<file path="src/pab_pkg.sv">
// pab_pkg: register map, field layout and reset values for the port
// arbitration table (phases 16..31) and power budgeting capability block.
// assumes a 32-bit AXI4-Lite slave with one aligned word per register.
package pab_pkg;
	localparam int          PAB_AW          = 12;
	localparam int          PAB_DW          = 32;
	localparam int          PAB_SLOTS       = 8;
	localparam int          PAB_SLOT_W      = 4;
	localparam int          PAB_NVAL        = 8;
	localparam int          PAB_VIDX_W      = 3;
	localparam logic [11:0] PAB_OFS_TBL2    = 12'h228;
	localparam logic [11:0] PAB_OFS_TBL3    = 12'h22C;
	localparam logic [11:0] PAB_OFS_CAP     = 12'h280;
	localparam logic [11:0] PAB_OFS_DSEL    = 12'h284;
	localparam logic [11:0] PAB_OFS_DWIN    = 12'h288;
	localparam logic [11:0] PAB_OFS_VAL0    = 12'h300;
	localparam logic [11:0] PAB_OFS_VALTOP  = 12'h31C;
	localparam logic [11:0] PAB_OFS_SWITCH_CONTROL_REG   = 12'h404;
	localparam int          PAB_UNLOCK_BIT  = 0;
	localparam logic [31:0] PAB_TBL2_RST    = 32'h3217_6543;
	localparam logic [31:0] PAB_TBL3_RST    = 32'h4321_7654;
	localparam logic [31:0] PAB_CAP_RST     = 32'h0000_0000;
	localparam logic [7:0]  PAB_DSEL_RST    = 8'h00;
	localparam logic [7:0]  PAB_DSEL_MAX    = 8'h07;
	localparam logic [31:0] PAB_ZERO        = 32'h0000_0000;
	localparam logic [3:0]  PAB_PORT_MAX    = 4'h3;
	localparam logic [1:0]  PAB_RESP_OKAY   = 2'b00;
	localparam logic [1:0]  PAB_RESP_SLVERR = 2'b10;
	typedef enum logic [1:0] {
		PAB_W_IDLE = 2'b00,
		PAB_W_RESP = 2'b01
	} pab_wst_e;
	typedef enum logic [1:0] {
		PAB_R_IDLE = 2'b00,
		PAB_R_DATA = 2'b01
	} pab_rst_e;
endpackage

</file>
<file path="src/pab_value_mem.sv">
// pab_value_mem: eight 32-bit budget data-value words, sticky.
// assumes the same clock; not cleared by reset, read data registered.
`timescale 1ns/1ps
`default_nettype none
module pab_value_mem
	import pab_pkg::*;
(
	input  wire logic                  aclk,   // core clock
	input  wire logic                  wr_en,  // write strobe
	input  wire logic [PAB_VIDX_W-1:0] wr_idx, // word written
	input  wire logic [PAB_DW-1:0]     wr_dat, // write data
	input  wire logic [3:0]            wr_be,  // byte enables
	input  wire logic [PAB_VIDX_W-1:0] rd_idx, // word read
	output logic      [PAB_DW-1:0]     rd_dat  // registered read data
);
	logic [PAB_DW-1:0] mem [PAB_NVAL];
	logic [PAB_DW-1:0] lane_mask;

	// byte mask per lane; one writer keeps the array single-driven
	genvar b;
	generate
		for (b = 0; b < 4; b++) begin : g_lane
			assign lane_mask[8*b +: 8] = {8{wr_be[b]}};
		end
	endgenerate

	// sticky: no reset, survives everything but power
	always_ff @(posedge aclk) begin
		if (wr_en) begin
			mem[wr_idx] <= (mem[wr_idx] & ~lane_mask) | (wr_dat & lane_mask);
		end
	end

	always_ff @(posedge aclk) begin
		rd_dat <= mem[rd_idx];
	end
endmodule
`default_nettype wire

</file>
<file path="src/pab_regs.sv">
// pab_regs: arbitration phases 16..31 and power budgeting capability
// registers behind an AXI4-Lite slave.
// assumes synchronous active-low reset and one outstanding access per way.
// What this block does
// - Two table words hold eight 4-bit read-write phase fields each, lowest phase in bits 3:0.
// - Phase fields reset to a sequence 3,4,5,6,7,1,2,... wrapping 7 to 1.
// - Cap header bits 15:0 hold the capability id (4 = power budgeting), reset zero.
// - Cap header bits 19:16 version and 31:20 next pointer, both reset zero.
// - Data-select bits 7:0 are read-write, reset zero, pick the value word.
// - Data window returns the value word indexed by the select for 0..7.
// - Data window returns zero when the select is above 7.
// - Phase ids 0..3 name ports; 4..15 are reserved and skipped by the arbiter.
// - Eight sticky value words at 0x300..0x31C are writable only when unlocked.
`timescale 1ns/1ps
`default_nettype none
module pab_regs
	import pab_pkg::*;
(
	input  wire logic              aclk,          // core clock 40 MHz
	input  wire logic              aresetn,       // sync reset, low
	input  wire logic [PAB_AW-1:0] s_axi_awaddr,  // write address
	input  wire logic              s_axi_awvalid, // write addr valid
	output logic                   s_axi_awready, // write addr ready
	input  wire logic [PAB_DW-1:0] s_axi_wdata,   // write data
	input  wire logic [3:0]        s_axi_wstrb,   // byte strobes
	input  wire logic              s_axi_wvalid,  // write data valid
	output logic                   s_axi_wready,  // write data ready
	output logic [1:0]             s_axi_bresp,   // write response
	output logic                   s_axi_bvalid,  // write resp valid
	input  wire logic              s_axi_bready,  // write resp ready
	input  wire logic [PAB_AW-1:0] s_axi_araddr,  // read address
	input  wire logic              s_axi_arvalid, // read addr valid
	output logic                   s_axi_arready, // read addr ready
	output logic [PAB_DW-1:0]      s_axi_rdata,   // read data
	output logic [1:0]             s_axi_rresp,   // read response
	output logic                   s_axi_rvalid,  // read data valid
	input  wire logic              s_axi_rready,  // read data ready
	output logic [PAB_DW-1:0]      port_arb_hi,   // phases 16..23
	output logic [PAB_DW-1:0]      port_arb_top,  // phases 24..31
	output logic [15:0]            slot_valid     // phase names a real port
);
	pab_wst_e          wst_reg, wst_next;
	pab_rst_e          rst_reg, rst_next;
	logic [PAB_AW-1:0] awa_reg, awa_next;
	logic              awh_reg, awh_next;
	logic [PAB_DW-1:0] wd_reg, wd_next;
	logic [3:0]        ws_reg, ws_next;
	logic              wh_reg, wh_next;
	logic [1:0]        br_reg, br_next;
	logic [PAB_AW-1:0] ara_reg, ara_next;
	logic [1:0]        rr_reg, rr_next;
	logic [PAB_DW-1:0] tbl2_reg, tbl2_next;
	logic [PAB_DW-1:0] tbl3_reg, tbl3_next;
	logic [PAB_DW-1:0] cap_reg, cap_next;
	logic [7:0]        dsel_reg, dsel_next;
	logic [PAB_DW-1:0] switch_control_reg_reg, switch_control_reg_next;
	logic [PAB_DW-1:0] rdat_reg, rdat_next;
	logic              do_wr;
	logic              hit_val;
	logic              unlocked;
	logic              mem_we;
	logic [PAB_DW-1:0] mem_q;
	logic [PAB_DW-1:0] bm;
	logic              rmem_reg, rmem_next;

	assign s_axi_awready = (wst_reg == PAB_W_IDLE) && !awh_reg;
	assign s_axi_wready  = (wst_reg == PAB_W_IDLE) && !wh_reg;
	assign s_axi_bvalid  = (wst_reg == PAB_W_RESP);
	assign s_axi_bresp   = br_reg;
	assign s_axi_arready = (rst_reg == PAB_R_IDLE);
	// memory reads hold rvalid back one cycle so rdata stays a flop
	assign s_axi_rvalid  = (rst_reg == PAB_R_DATA) && !rmem_reg;
	assign s_axi_rresp   = rr_reg;
	assign s_axi_rdata   = rdat_reg;
	assign port_arb_hi   = tbl2_reg;
	assign port_arb_top  = tbl3_reg;
	assign do_wr    = (wst_reg == PAB_W_IDLE) && awh_reg && wh_reg;
	assign hit_val  = (awa_reg >= PAB_OFS_VAL0) && (awa_reg <= PAB_OFS_VALTOP)
		&& (awa_reg[1:0] == 2'h0);
	assign unlocked = switch_control_reg_reg[PAB_UNLOCK_BIT];
	assign mem_we   = do_wr && hit_val && unlocked;

	// flag ports 0..3 valid, 4..15 skipped
	genvar g;
	generate
		for (g = 0; g < 16; g++) begin : g_slot
			if (g < 8) begin : g_lo
				assign slot_valid[g] = tbl2_reg[4*g +: 4] <= PAB_PORT_MAX;
			end else begin : g_hi
				assign slot_valid[g] = tbl3_reg[4*(g-8) +: 4] <= PAB_PORT_MAX;
			end
		end
	endgenerate

	always_comb begin
		for (int i = 0; i < 4; i++) begin
			bm[8*i +: 8] = wd_reg[8*i +: 8] & {8{ws_reg[i]}};
		end
	end

	// write channel and register updates
	always_comb begin
		wst_next   = wst_reg;
		awa_next   = awa_reg;
		awh_next   = awh_reg;
		wd_next    = wd_reg;
		ws_next    = ws_reg;
		wh_next    = wh_reg;
		br_next    = br_reg;
		tbl2_next  = tbl2_reg;
		tbl3_next  = tbl3_reg;
		cap_next   = cap_reg;
		dsel_next  = dsel_reg;
		switch_control_reg_next = switch_control_reg_reg;
		if (s_axi_awvalid && s_axi_awready) begin
			awa_next = s_axi_awaddr;
			awh_next = 1'b1;
		end
		if (s_axi_wvalid && s_axi_wready) begin
			wd_next = s_axi_wdata;
			ws_next = s_axi_wstrb;
			wh_next = 1'b1;
		end
		case (wst_reg)
			PAB_W_IDLE: begin
				if (do_wr) begin
					awh_next = 1'b0;
					wh_next  = 1'b0;
					wst_next = PAB_W_RESP;
					br_next  = PAB_RESP_OKAY;
					case (awa_reg)
						PAB_OFS_TBL2: tbl2_next = (tbl2_reg & ~mask(ws_reg)) | bm;
						PAB_OFS_TBL3: tbl3_next = (tbl3_reg & ~mask(ws_reg)) | bm;
						// header loaded only by software writes
						PAB_OFS_CAP:  cap_next = (cap_reg & ~mask(ws_reg)) | bm;
						PAB_OFS_DSEL: if (ws_reg[0]) dsel_next = wd_reg[7:0];
						PAB_OFS_DWIN: br_next = PAB_RESP_OKAY;
						PAB_OFS_SWITCH_CONTROL_REG: if (ws_reg[0]) begin
							switch_control_reg_next[PAB_UNLOCK_BIT] = wd_reg[PAB_UNLOCK_BIT];
						end
						default: if (!hit_val) br_next = PAB_RESP_SLVERR;
					endcase
				end
			end
			PAB_W_RESP: begin
				if (s_axi_bready) begin
					wst_next = PAB_W_IDLE;
				end
			end
			default: wst_next = PAB_W_IDLE;
		endcase
	end

	function automatic logic [31:0] mask(input logic [3:0] s);
		logic [31:0] m;
		for (int i = 0; i < 4; i++) begin
			m[8*i +: 8] = {8{s[i]}};
		end
		return m;
	endfunction

	// read channel; value word fetched the cycle after arready
	always_comb begin
		rst_next  = rst_reg;
		ara_next  = ara_reg;
		rr_next   = rr_reg;
		// freeze memory data once they land
		rdat_next = rmem_reg ? mem_q : rdat_reg;
		case (rst_reg)
			PAB_R_IDLE: begin
				if (s_axi_arvalid) begin
					ara_next = s_axi_araddr;
					rst_next = PAB_R_DATA;
					rr_next  = PAB_RESP_OKAY;
					case (s_axi_araddr)
						PAB_OFS_TBL2:  rdat_next = tbl2_reg;
						PAB_OFS_TBL3:  rdat_next = tbl3_reg;
						PAB_OFS_CAP:   rdat_next = cap_reg;
						PAB_OFS_DSEL:  rdat_next = {24'h00_0000, dsel_reg};
						// window via memory, zero above 7
						PAB_OFS_DWIN:  rdat_next = PAB_ZERO;
						PAB_OFS_SWITCH_CONTROL_REG: rdat_next = switch_control_reg_reg;
						default: begin
							rdat_next = PAB_ZERO;
							if (!(s_axi_araddr >= PAB_OFS_VAL0
								&& s_axi_araddr <= PAB_OFS_VALTOP
								&& s_axi_araddr[1:0] == 2'h0)) begin
								rr_next = PAB_RESP_SLVERR;
							end
						end
					endcase
				end
			end
			PAB_R_DATA: begin
				if (s_axi_rvalid && s_axi_rready) begin
					rst_next = PAB_R_IDLE;
				end
			end
			default: rst_next = PAB_R_IDLE;
		endcase
	end

	logic [PAB_VIDX_W-1:0] ridx;

	// window reads index by select; direct reads index by address
	always_comb begin
		rmem_next = 1'b0;
		ridx = dsel_reg[PAB_VIDX_W-1:0];
		if (rst_reg == PAB_R_IDLE && s_axi_arvalid) begin
			if (s_axi_araddr == PAB_OFS_DWIN) begin
				rmem_next = (dsel_reg <= PAB_DSEL_MAX);
			end else if (s_axi_araddr >= PAB_OFS_VAL0
				&& s_axi_araddr <= PAB_OFS_VALTOP
				&& s_axi_araddr[1:0] == 2'h0) begin
				rmem_next = 1'b1;
				ridx = s_axi_araddr[2 +: PAB_VIDX_W];
			end
		end
	end

	pab_value_mem u_mem (
		.aclk   (aclk),
		.wr_en  (mem_we),
		.wr_idx (awa_reg[2 +: PAB_VIDX_W]),
		.wr_dat (wd_reg),
		.wr_be  (ws_reg),
		.rd_idx (ridx),
		.rd_dat (mem_q)
	);

	always_ff @(posedge aclk) begin
		if (!aresetn) begin
			wst_reg   <= PAB_W_IDLE;
			rst_reg   <= PAB_R_IDLE;
			awa_reg   <= '0;
			awh_reg   <= 1'b0;
			wd_reg    <= PAB_ZERO;
			ws_reg    <= 4'h0;
			wh_reg    <= 1'b0;
			br_reg    <= PAB_RESP_OKAY;
			ara_reg   <= '0;
			rr_reg    <= PAB_RESP_OKAY;
			tbl2_reg  <= PAB_TBL2_RST;
			tbl3_reg  <= PAB_TBL3_RST;
			cap_reg   <= PAB_CAP_RST;
			dsel_reg  <= PAB_DSEL_RST;
			switch_control_reg_reg <= PAB_ZERO;
			rdat_reg  <= PAB_ZERO;
			rmem_reg  <= 1'b0;
		end else begin
			wst_reg   <= wst_next;
			rst_reg   <= rst_next;
			awa_reg   <= awa_next;
			awh_reg   <= awh_next;
			wd_reg    <= wd_next;
			ws_reg    <= ws_next;
			wh_reg    <= wh_next;
			br_reg    <= br_next;
			ara_reg   <= ara_next;
			rr_reg    <= rr_next;
			tbl2_reg  <= tbl2_next;
			tbl3_reg  <= tbl3_next;
			cap_reg   <= cap_next;
			dsel_reg  <= dsel_next;
			switch_control_reg_reg <= switch_control_reg_next;
			rdat_reg  <= rdat_next;
			rmem_reg  <= rmem_next;
		end
	end

	AST_PHASE_RESET: assert property (@(posedge aclk)
		!aresetn |=> tbl2_reg == 32'h3217_6543 && tbl3_reg == 32'h4321_7654)
		else $error("phase reset pattern wrong");
	AST_TBL_WRITE: assert property (@(posedge aclk) disable iff (!aresetn)
		do_wr && awa_reg == PAB_OFS_TBL2 && ws_reg == 4'hF |=> tbl2_reg == $past(wd_reg))
		else $error("table write lost");
	AST_CAP_WRITE: assert property (@(posedge aclk) disable iff (!aresetn)
		do_wr && awa_reg == PAB_OFS_CAP && ws_reg == 4'hF |=> cap_reg == $past(wd_reg))
		else $error("header write lost");
	AST_CAP_RESET: assert property (@(posedge aclk)
		!aresetn |=> cap_reg == 32'h0000_0000)
		else $error("header not cleared");
	AST_DSEL_WRITE: assert property (@(posedge aclk) disable iff (!aresetn)
		do_wr && awa_reg == PAB_OFS_DSEL && ws_reg[0] |=> dsel_reg == $past(wd_reg[7:0]))
		else $error("select write lost");
	AST_WIN_ZERO: assert property (@(posedge aclk) disable iff (!aresetn)
		rst_reg == PAB_R_IDLE && s_axi_arvalid && s_axi_araddr == PAB_OFS_DWIN
		&& dsel_reg > 8'h07 |=> s_axi_rvalid && s_axi_rdata == 32'h0000_0000)
		else $error("window not zero");
	AST_WIN_SEL: assert property (@(posedge aclk) disable iff (!aresetn)
		rst_reg == PAB_R_IDLE && s_axi_arvalid && s_axi_araddr == PAB_OFS_DWIN
		&& dsel_reg <= 8'h07 |=> rmem_reg)
		else $error("window not from value word");
	AST_LOCKED: assert property (@(posedge aclk) disable iff (!aresetn)
		do_wr && hit_val && !switch_control_reg_reg[0]
		|=> u_mem.mem[awa_reg[2 +: PAB_VIDX_W]]
			== $past(u_mem.mem[awa_reg[2 +: PAB_VIDX_W]]))
		else $error("value word written while locked");
	AST_DSEL_HI: assert property (@(posedge aclk) disable iff (!aresetn)
		s_axi_rvalid && ara_reg == PAB_OFS_DSEL |-> s_axi_rdata[31:8] == 24'h0)
		else $error("select upper bits nonzero");
endmodule
`default_nettype wire

</file>
<file path="config.mk">
export PLATFORM = sky130hd
export DESIGN_NAME = pab_regs
export DESIGN_NICKNAME = d
export VERILOG_FILES = /design/src/pab_pkg.sv /design/src/pab_value_mem.sv /design/src/pab_regs.sv
export SDC_FILE = /design/constraint.sdc
export NUM_CORES = 1
export LEC_CHECK = 0
export BUFFER_PORTS_ARGS = -buffer_cell sky130_fd_sc_hd__buf_2
export CAP_MARGIN = 25
export CORE_ASPECT_RATIO = 0.75
export CORE_MARGIN = 2
export CORE_UTILIZATION = 40
export DETAILED_ROUTE_END_ITERATION = 10
export GPL_TIMING_DRIVEN = 0
export PLACE_DENSITY_LB_ADDON = 0.3
export SYNTH_ARGS = -nofsm -noshare
export SYNTH_HDL_FRONTEND = slang
export SYNTH_HIERARCHICAL = 1
export SYNTH_SLANG_ARGS = --single-unit
export TNS_END_PERCENT = 30
</file>
<file path="constraint.sdc">
create_clock -name aclk -period 4.7 [get_ports aclk]
set_clock_uncertainty 0.1 [all_clocks]
set_input_delay 0.47 -clock aclk [delete_from_list [all_inputs] [get_ports aclk]]
set_output_delay 0.47 -clock aclk [all_outputs]
set_load 0.05 [all_outputs]
</file>
# Yosys cells after proc, flatten, opt, wreduce, memory -nomap -nowiden
# Memories as Yosys holds them, arrays and structs flattened. A register that Yosys moved wholly into a read port is not among the register bits.
# Index checks and enable logic that the tools add are counted.
# W data, S select, Z words.
dict set report totals {
  mem_count 1
  register_bits 196
  wordCells 133
  output_inout_bits 121
  ram_bits 256
}
# memory words word_bits read_ports rd_clocked_by_memory_dff wr line_no
set mem_list {}
lappend mem_list {u_mem.mem 8 32 2 2 1 pab_value_mem.sv:16} ;# logic [PAB_DW-1:0] mem [PAB_NVAL];
dict set report op_classes {
  muxes 29
  n_reduce_logical 34
  order_cmp 21
  bitwise_logic 14
  n_eq_ne 18
}
# cell count
set ops {}
lappend ops {{$and A32 B32 Y32} 5}
lappend ops {{$pmux W32 S5} 1}
lappend ops {{$or A32 B32 Y32} 4}
lappend ops {{$eq A12 B10 Y1 const B} 10}
lappend ops {{$mux W32} 3}
lappend ops {{$le A4 B2 Y1 const B} 16}
lappend ops {{$and A8 B8 Y8} 4}
lappend ops {{$not A32 Y32} 1}
lappend ops {{$eq A12 B11 Y1 const B} 2}
lappend ops {{$ge A12 B10 Y1 const B} 2}
lappend ops {{$le A12 B10 Y1 const B} 2}
lappend ops {{$mux W2} 8}
lappend ops {{$logic_and A1 B1 Y1} 15}
lappend ops {{$mux W3} 5}
lappend ops {{$reduce_or A6 Y1} 2}
lappend ops {{$mux W1} 10}
lappend ops {{$reduce_and A2 Y1} 5}
lappend ops {{$reduce_and A3 Y1} 3}
lappend ops {{$le A8 B3 Y1 const B} 1}
lappend ops {{$logic_not A2 Y1} 4}
lappend ops {{$pmux W2 S2} 2}
lappend ops {{$reduce_and A4 Y1} 2}
lappend ops {{$eq A2 B1 Y1 const B} 2}
lappend ops {{$ne A2 B1 Y1 const B} 2}
lappend ops {{2 further kinds} 5}

# Longest topological paths before layout
dict set report depth {
  depth_word 7
  ltp_mapped 8
  ltp_nobuf 6
}

# Cells and area by module
# The synthesis kept the hierarchy.
# module n_inst area_each_um2 seq_area_each_um2 cells_per_inst
set modules_own_cells {}
lappend modules_own_cells {pab_value_mem 1 12868.6 8328.0 663}
lappend modules_own_cells {pab_regs 1 8570.7 3843.7 963}

# Worst setup path after synthesis
# No wires, ideal clock.
dict set report synth_timing {
  path_type {register to register}
  startpoint {register awa_reg[5]}
  endpoint {memory u_mem.mem[0][0] (enable)}
  setup_time_ps 461
  arrival_time_ps 3487
  stages_incl_launch_ff 7
  required_time_ps 4139
  slack_ps 652
  cell_sequence {dfxtp_1 > nor3_1 > nand2_1 > nor4bb_1 > and3_1 > nand2b_1 > nor3_1}
}
dict set report synth_between {
  elab_chain_cells 7
  word_cells_on_any_way 8
}
# item line_no
set synth_lines {}
lappend synth_lines {{from (decl)} pab_regs.sv:44} ;# logic [PAB_AW-1:0] awa_reg, awa_next;
lappend synth_lines {{from (signal assigned)} pab_regs.sv:253} ;# awa_reg <= awa_next;
lappend synth_lines {{$ge A12 B10 Y1 or $le A12 B10 Y1 (tied branches)} pab_regs.sv:78} ;# assign hit_val = (awa_reg >= PAB_OFS_VAL0) && (awa_reg <= PAB_OFS_VALTOP)
lappend synth_lines {{$logic_and A1 B1 Y1 (*)} pab_regs.sv:78}
lappend synth_lines {{$logic_and A1 B1 Y1 (*)} pab_regs.sv:79} ;# && (awa_reg[1:0] == 2'h0);
lappend synth_lines {{$logic_and A1 B1 Y1 (*) (2 in series)} pab_regs.sv:81} ;# assign mem_we = do_wr && hit_val && unlocked;
lappend synth_lines {{via mem_we} pab_regs.sv:61} ;# logic mem_we;
lappend synth_lines {{$mux W1 (*)} pab_value_mem.sv:29} ;# if (wr_en) begin
lappend synth_lines {{$mux W1 (implied by the code) (*)} pab_value_mem.sv:30} ;# mem[wr_idx] <= (mem[wr_idx] & ~lane_mask) | (wr_dat & lane_mask);
lappend synth_lines {{to (decl)} pab_value_mem.sv:16}
# The timed path passes the listed nets; every way through them passes the cells marked *.

# Worst setup path in the final report
dict set report layout_timing {
  startpoint {input port s_axi_araddr[1]}
  endpoint {register u_mem.rd_dat[11], read port of u_mem.mem}
}
dict set report layout_between {
  elab_chain_cells 6
  word_cells_on_any_way 9
}
# item line_no
set layout_lines {}
lappend layout_lines {{from (decl)} pab_regs.sv:31} ;# input wire logic [PAB_AW-1:0] s_axi_araddr,
lappend layout_lines {{$ge A12 B10 Y1 or $le A12 B10 Y1 (tied branches)} {pab_regs.sv:212, pab_regs.sv:213}}
lappend layout_lines {{$logic_and A1 B1 Y1} pab_regs.sv:213} ;# && s_axi_araddr <= PAB_OFS_VALTOP
lappend layout_lines {{$logic_and A1 B1 Y1} pab_regs.sv:214} ;# && s_axi_araddr[1:0] == 2'h0) begin
lappend layout_lines {{$mux W3} pab_regs.sv:212} ;# end else if (s_axi_araddr >= PAB_OFS_VAL0
lappend layout_lines {{$mux W3 (*)} pab_regs.sv:210} ;# if (s_axi_araddr == PAB_OFS_DWIN) begin
lappend layout_lines {{$mux W3 (*)} pab_regs.sv:209} ;# if (rst_reg == PAB_R_IDLE && s_axi_arvalid) begin
lappend layout_lines {{via ridx[1]} pab_regs.sv:203} ;# logic [PAB_VIDX_W-1:0] ridx;
lappend layout_lines {{to (decl)} pab_value_mem.sv:14} ;# output logic [PAB_DW-1:0] rd_dat
# Marked as above.
# A chain may end at the register's enable or synchronous reset.

==> summary.txt <==
Clock network
  • CTS root buffer: clkbuf_16
  • TritonCTS Buffers: 45
  • CTS tree: done
  • Clk_lat worst skew: approximately 0.57 ns
  • Max H-tree Level: 2
  • Clk slew on worst S/H paths: ~0.07 ns
  • Longest Clk Path Bufs: 3
  • CTS sink cnt: 480
  • Post-cts resize count: 0

Run
  • MaxCap Viol Count: 0

Global route
  • Antenna violations before repair: 0
  • Remaining global-route overflow: 0
  • Vias in the first global route: 14,998
  • Largest net degree at the start of global routing: 21
  • Global-route wire length before repair: 99,700 um
  • Gr usage total: 0.244

Synth
  • Synth Register Bits: 480
  • Cells after synthesis: ~1,600
  • Synth warn: 6
  • Post-synth cell types: 80
  • Post-Syn Area: around 21,000 um^2
  • Post-synthesis sequential area ratio: 0.568
  • Syn Area/Cell: 13.2 um^2
  • Main flop type after synthesis: edfxtp_1
  • Yosys top cell area share: 0.359
  • Asr flop ratio synth: 0
  • Cell taking the most area after synthesis: edfxtp_1
  • Post-synth EDFFs: roughly 260
  • Ranking of synthesized cells by area: edfxtp_1 36%, dfxtp_1 21%, mux4_2 7.4%, mux2i_1 6.8%, nand2_1 4.3%

Critical path
  • Startpoint types: input port
  • Crit Path Category: in2reg
  • Crit-path slowest cell: buf_1
  • CP Launch Point: s_axi_araddr[1]
  • Critical path arrival: roughly 3.8 ns
  • Flop-to-flop setup slack: ~1.3 ns
  • CP max stage delay: roughly 0.66 ns
  • Worst R2R Start: awa_reg[0]
  • R2r endpoint: u_mem/mem[4][19]
  • CP delay by family, top: simple AND/OR/NAND/NOR gates
  • CP Cell Sequence: buf_2, or3_1, nor4_1, nand3_1, mux2_2, clkbuf_2, buf_1, mux4_2, mux2_4
  • Worst Setup EP: u_mem/rd_dat[11]
  • Stages on worst setup path: 9
  • Crit. End Element: flop
  • Critical Path RT: 5.04 ns
  • Maximum fanout along the worst path: 10
  • Reg2Reg Depth: 8
  • Buf+Inv Stages, Crit Path: 3

Floorplan
  • Initial Util: 0.405
  • Die height: a little over 200 um
  • FP Rows: 73
  • Die area: 55,500 um^2
  • Die Wd: 271 um
  • I/O pin count: ~190
  • CORE AREA: 53,000 um^2

STA
  • Worst hold margin: 0.0355 ns
  • Final hold violation count: 0
  • Crit share post-route: 0.735
  • Final WS setup: 1.25 ns
  • Final setup vio count: 0
  • Unrepaired setup endpoints after global routing: no
  • Max frequency: slightly below 0.3 GHz
  • Worst slew pin tran: 1.08 ns
  • Fin. max-slew vios: 0
  • Min Tclk post-route: 3.45 ns
  • Slew HR: 0.281

Cells and area
  • Share of post-route cells with drive strength above 1: 0.270
  • Fill cells: between 4,000 and 5,000
  • Final core utilization: 0.473
  • Most common cell after layout, fill and taps aside: edfxtp_1
  • Fin nets: 1,939
  • Diode count: 0
  • P&R area growth vs syn: 16.9%
  • Commonest cells after routing, fill and taps aside: 256 x edfxtp_1, 248 x nand2_1, 224 x dfxtp_1

Power
  • Overall power: between 9000 and 10,000 uW
  • Combinational group share of total power: 0.073
  • Power per cell area: 363 nW/um^2
  • Clock power share: 0.423
  • Switching Fraction: 0.239
  • NetSw: 2170 uW
  • Max IR drop VDD: 0.268 mV
  • Seq pwr share: 0.503
  • P_int: 6930 uW
  • Leakage: 0.00879 uW

Route
  • Final WL: about 70,000 um
  • Vias: 15,631
  • Routed len/inst: approximately 27 um
  • Drt drc: 0
  • DRT antenna net count: 0
  • Via-to-Cell Ratio: 5.96
  • DR iter-0 viols: 1,817
  • Drt first pass iters: 6

Worst hold path
  • Hold depth: 3
  • Worst Hold Class: in2reg

Outcome
  • Status: completed

Placed design
  • Port Buffers: 182
  • Pre-CTS setup slack: 0.681 ns
  • Half-perimeter wire length after placement: about 50,000 um
  • Gpl congestion: 0.963
per-stage QoR:
stage,cell area (um^2),instances,setup TNS [ns]
2_1_floorplan,21400,1627,0
3_3_place_gp,23200,2521,-245.02
3_5_place_dp,23500,2536,0
4_1_cts,25100,2621,0
5_1_grt,25100,2621,0
6_report,25100,2621,0
area by class of cell:
class	count	area (um^2)	share of cell area
sequential	480	12200	0.485
buffer	124	689	0.0275
timing repair buffer	198	1150	0.0457
clock buffer	62	1290	0.0515
tap	712	891	0.0355
inverter	18	67.6	0.00269
clock inverter	22	245	0.00978
multi-input combinational	1005	8570	0.342
how the worst min path moves through the flow:
stage	from	to	slack, ns
2_1_floorplan	flop	flop	0.33
3_3_place_gp	flop	flop	0.34
3_5_place_dp	flop	flop	0.35
4_1_cts	s_axi_wdata[31]	wd_reg[31]	0.02
5_1_grt	s_axi_wdata[30]	wd_reg[30]	0.03
6_report	s_axi_wdata[31]	wd_reg[31]	0.04
cells in the mapped netlist, drive strengths merged (3+ instances only):
cell type	instances
and4	3
nor3	24
dfxtp	224
nand3	17
mux2	96
inv	18
and3	7
mux4	98
nor2b	4
or3	3
nor3b	4
o31a	3
nand2b	7
nor4	8
and2	3
o22a	7
nand3b	4
buf	69
a31oi	10
a221o	9
mux2i	146
nand4	18
a21oi	69
edfxtp	256
a22oi	34
a221oi	14
o21ai	51
clkbuf	55
nor2	51
o22ai	25
a211oi	3
a32oi	3
nor4b	5
nand2	248
routing by layer:
layer	vias up	routed length, um	GRT usage
met4	0	1830	0.0665
met3	122	8200	0.0665
met1	7911	30300	0.363
li1	6695	-	-
met2	903	29600	0.350
met5	-	0	0
worst register-to-register path, delay by kind of cell, from the launching register on:
family | cells | cell delay (ns)
AND/OR/NAND/NOR | 6 | 2.17
buffers and inverters | 2 | 0.50
flip-flops | 1 | 0.32
repair_timing:
action	CTS	global route
buffers inserted	0	0
hold buffers	1	0
endpoints found under the hold margin	1	0
kinds of logic (layout without fill, tap and decap cells):
| family | Yosys count | in the layout | synth area share |
|---|---|---|---|
| buf+inv | 142 | 424 | 0.0353 |
| compound gates | 245 | 245 | 0.0738 |
| other cells | 1 | 2 | 0.000175 |
| mux | 340 | 340 | 0.230 |
| flops | 480 | 480 | 0.568 |
| simple gates | 418 | 418 | 0.0934 |
power groups by stage:
stage          Clock [uW]  Sequential [uW]  Combinational [uW]
6_report             3850             4580                 668
5_1_grt              4070             4570                 709
4_1_cts              3890             4570                 652
3_5_place_dp            0             4670                 650
3_3_place_gp            0             4670                 633
2_1_floorplan           0             4640                 411
No activity file was read; power rests on OpenSTA's default activity.
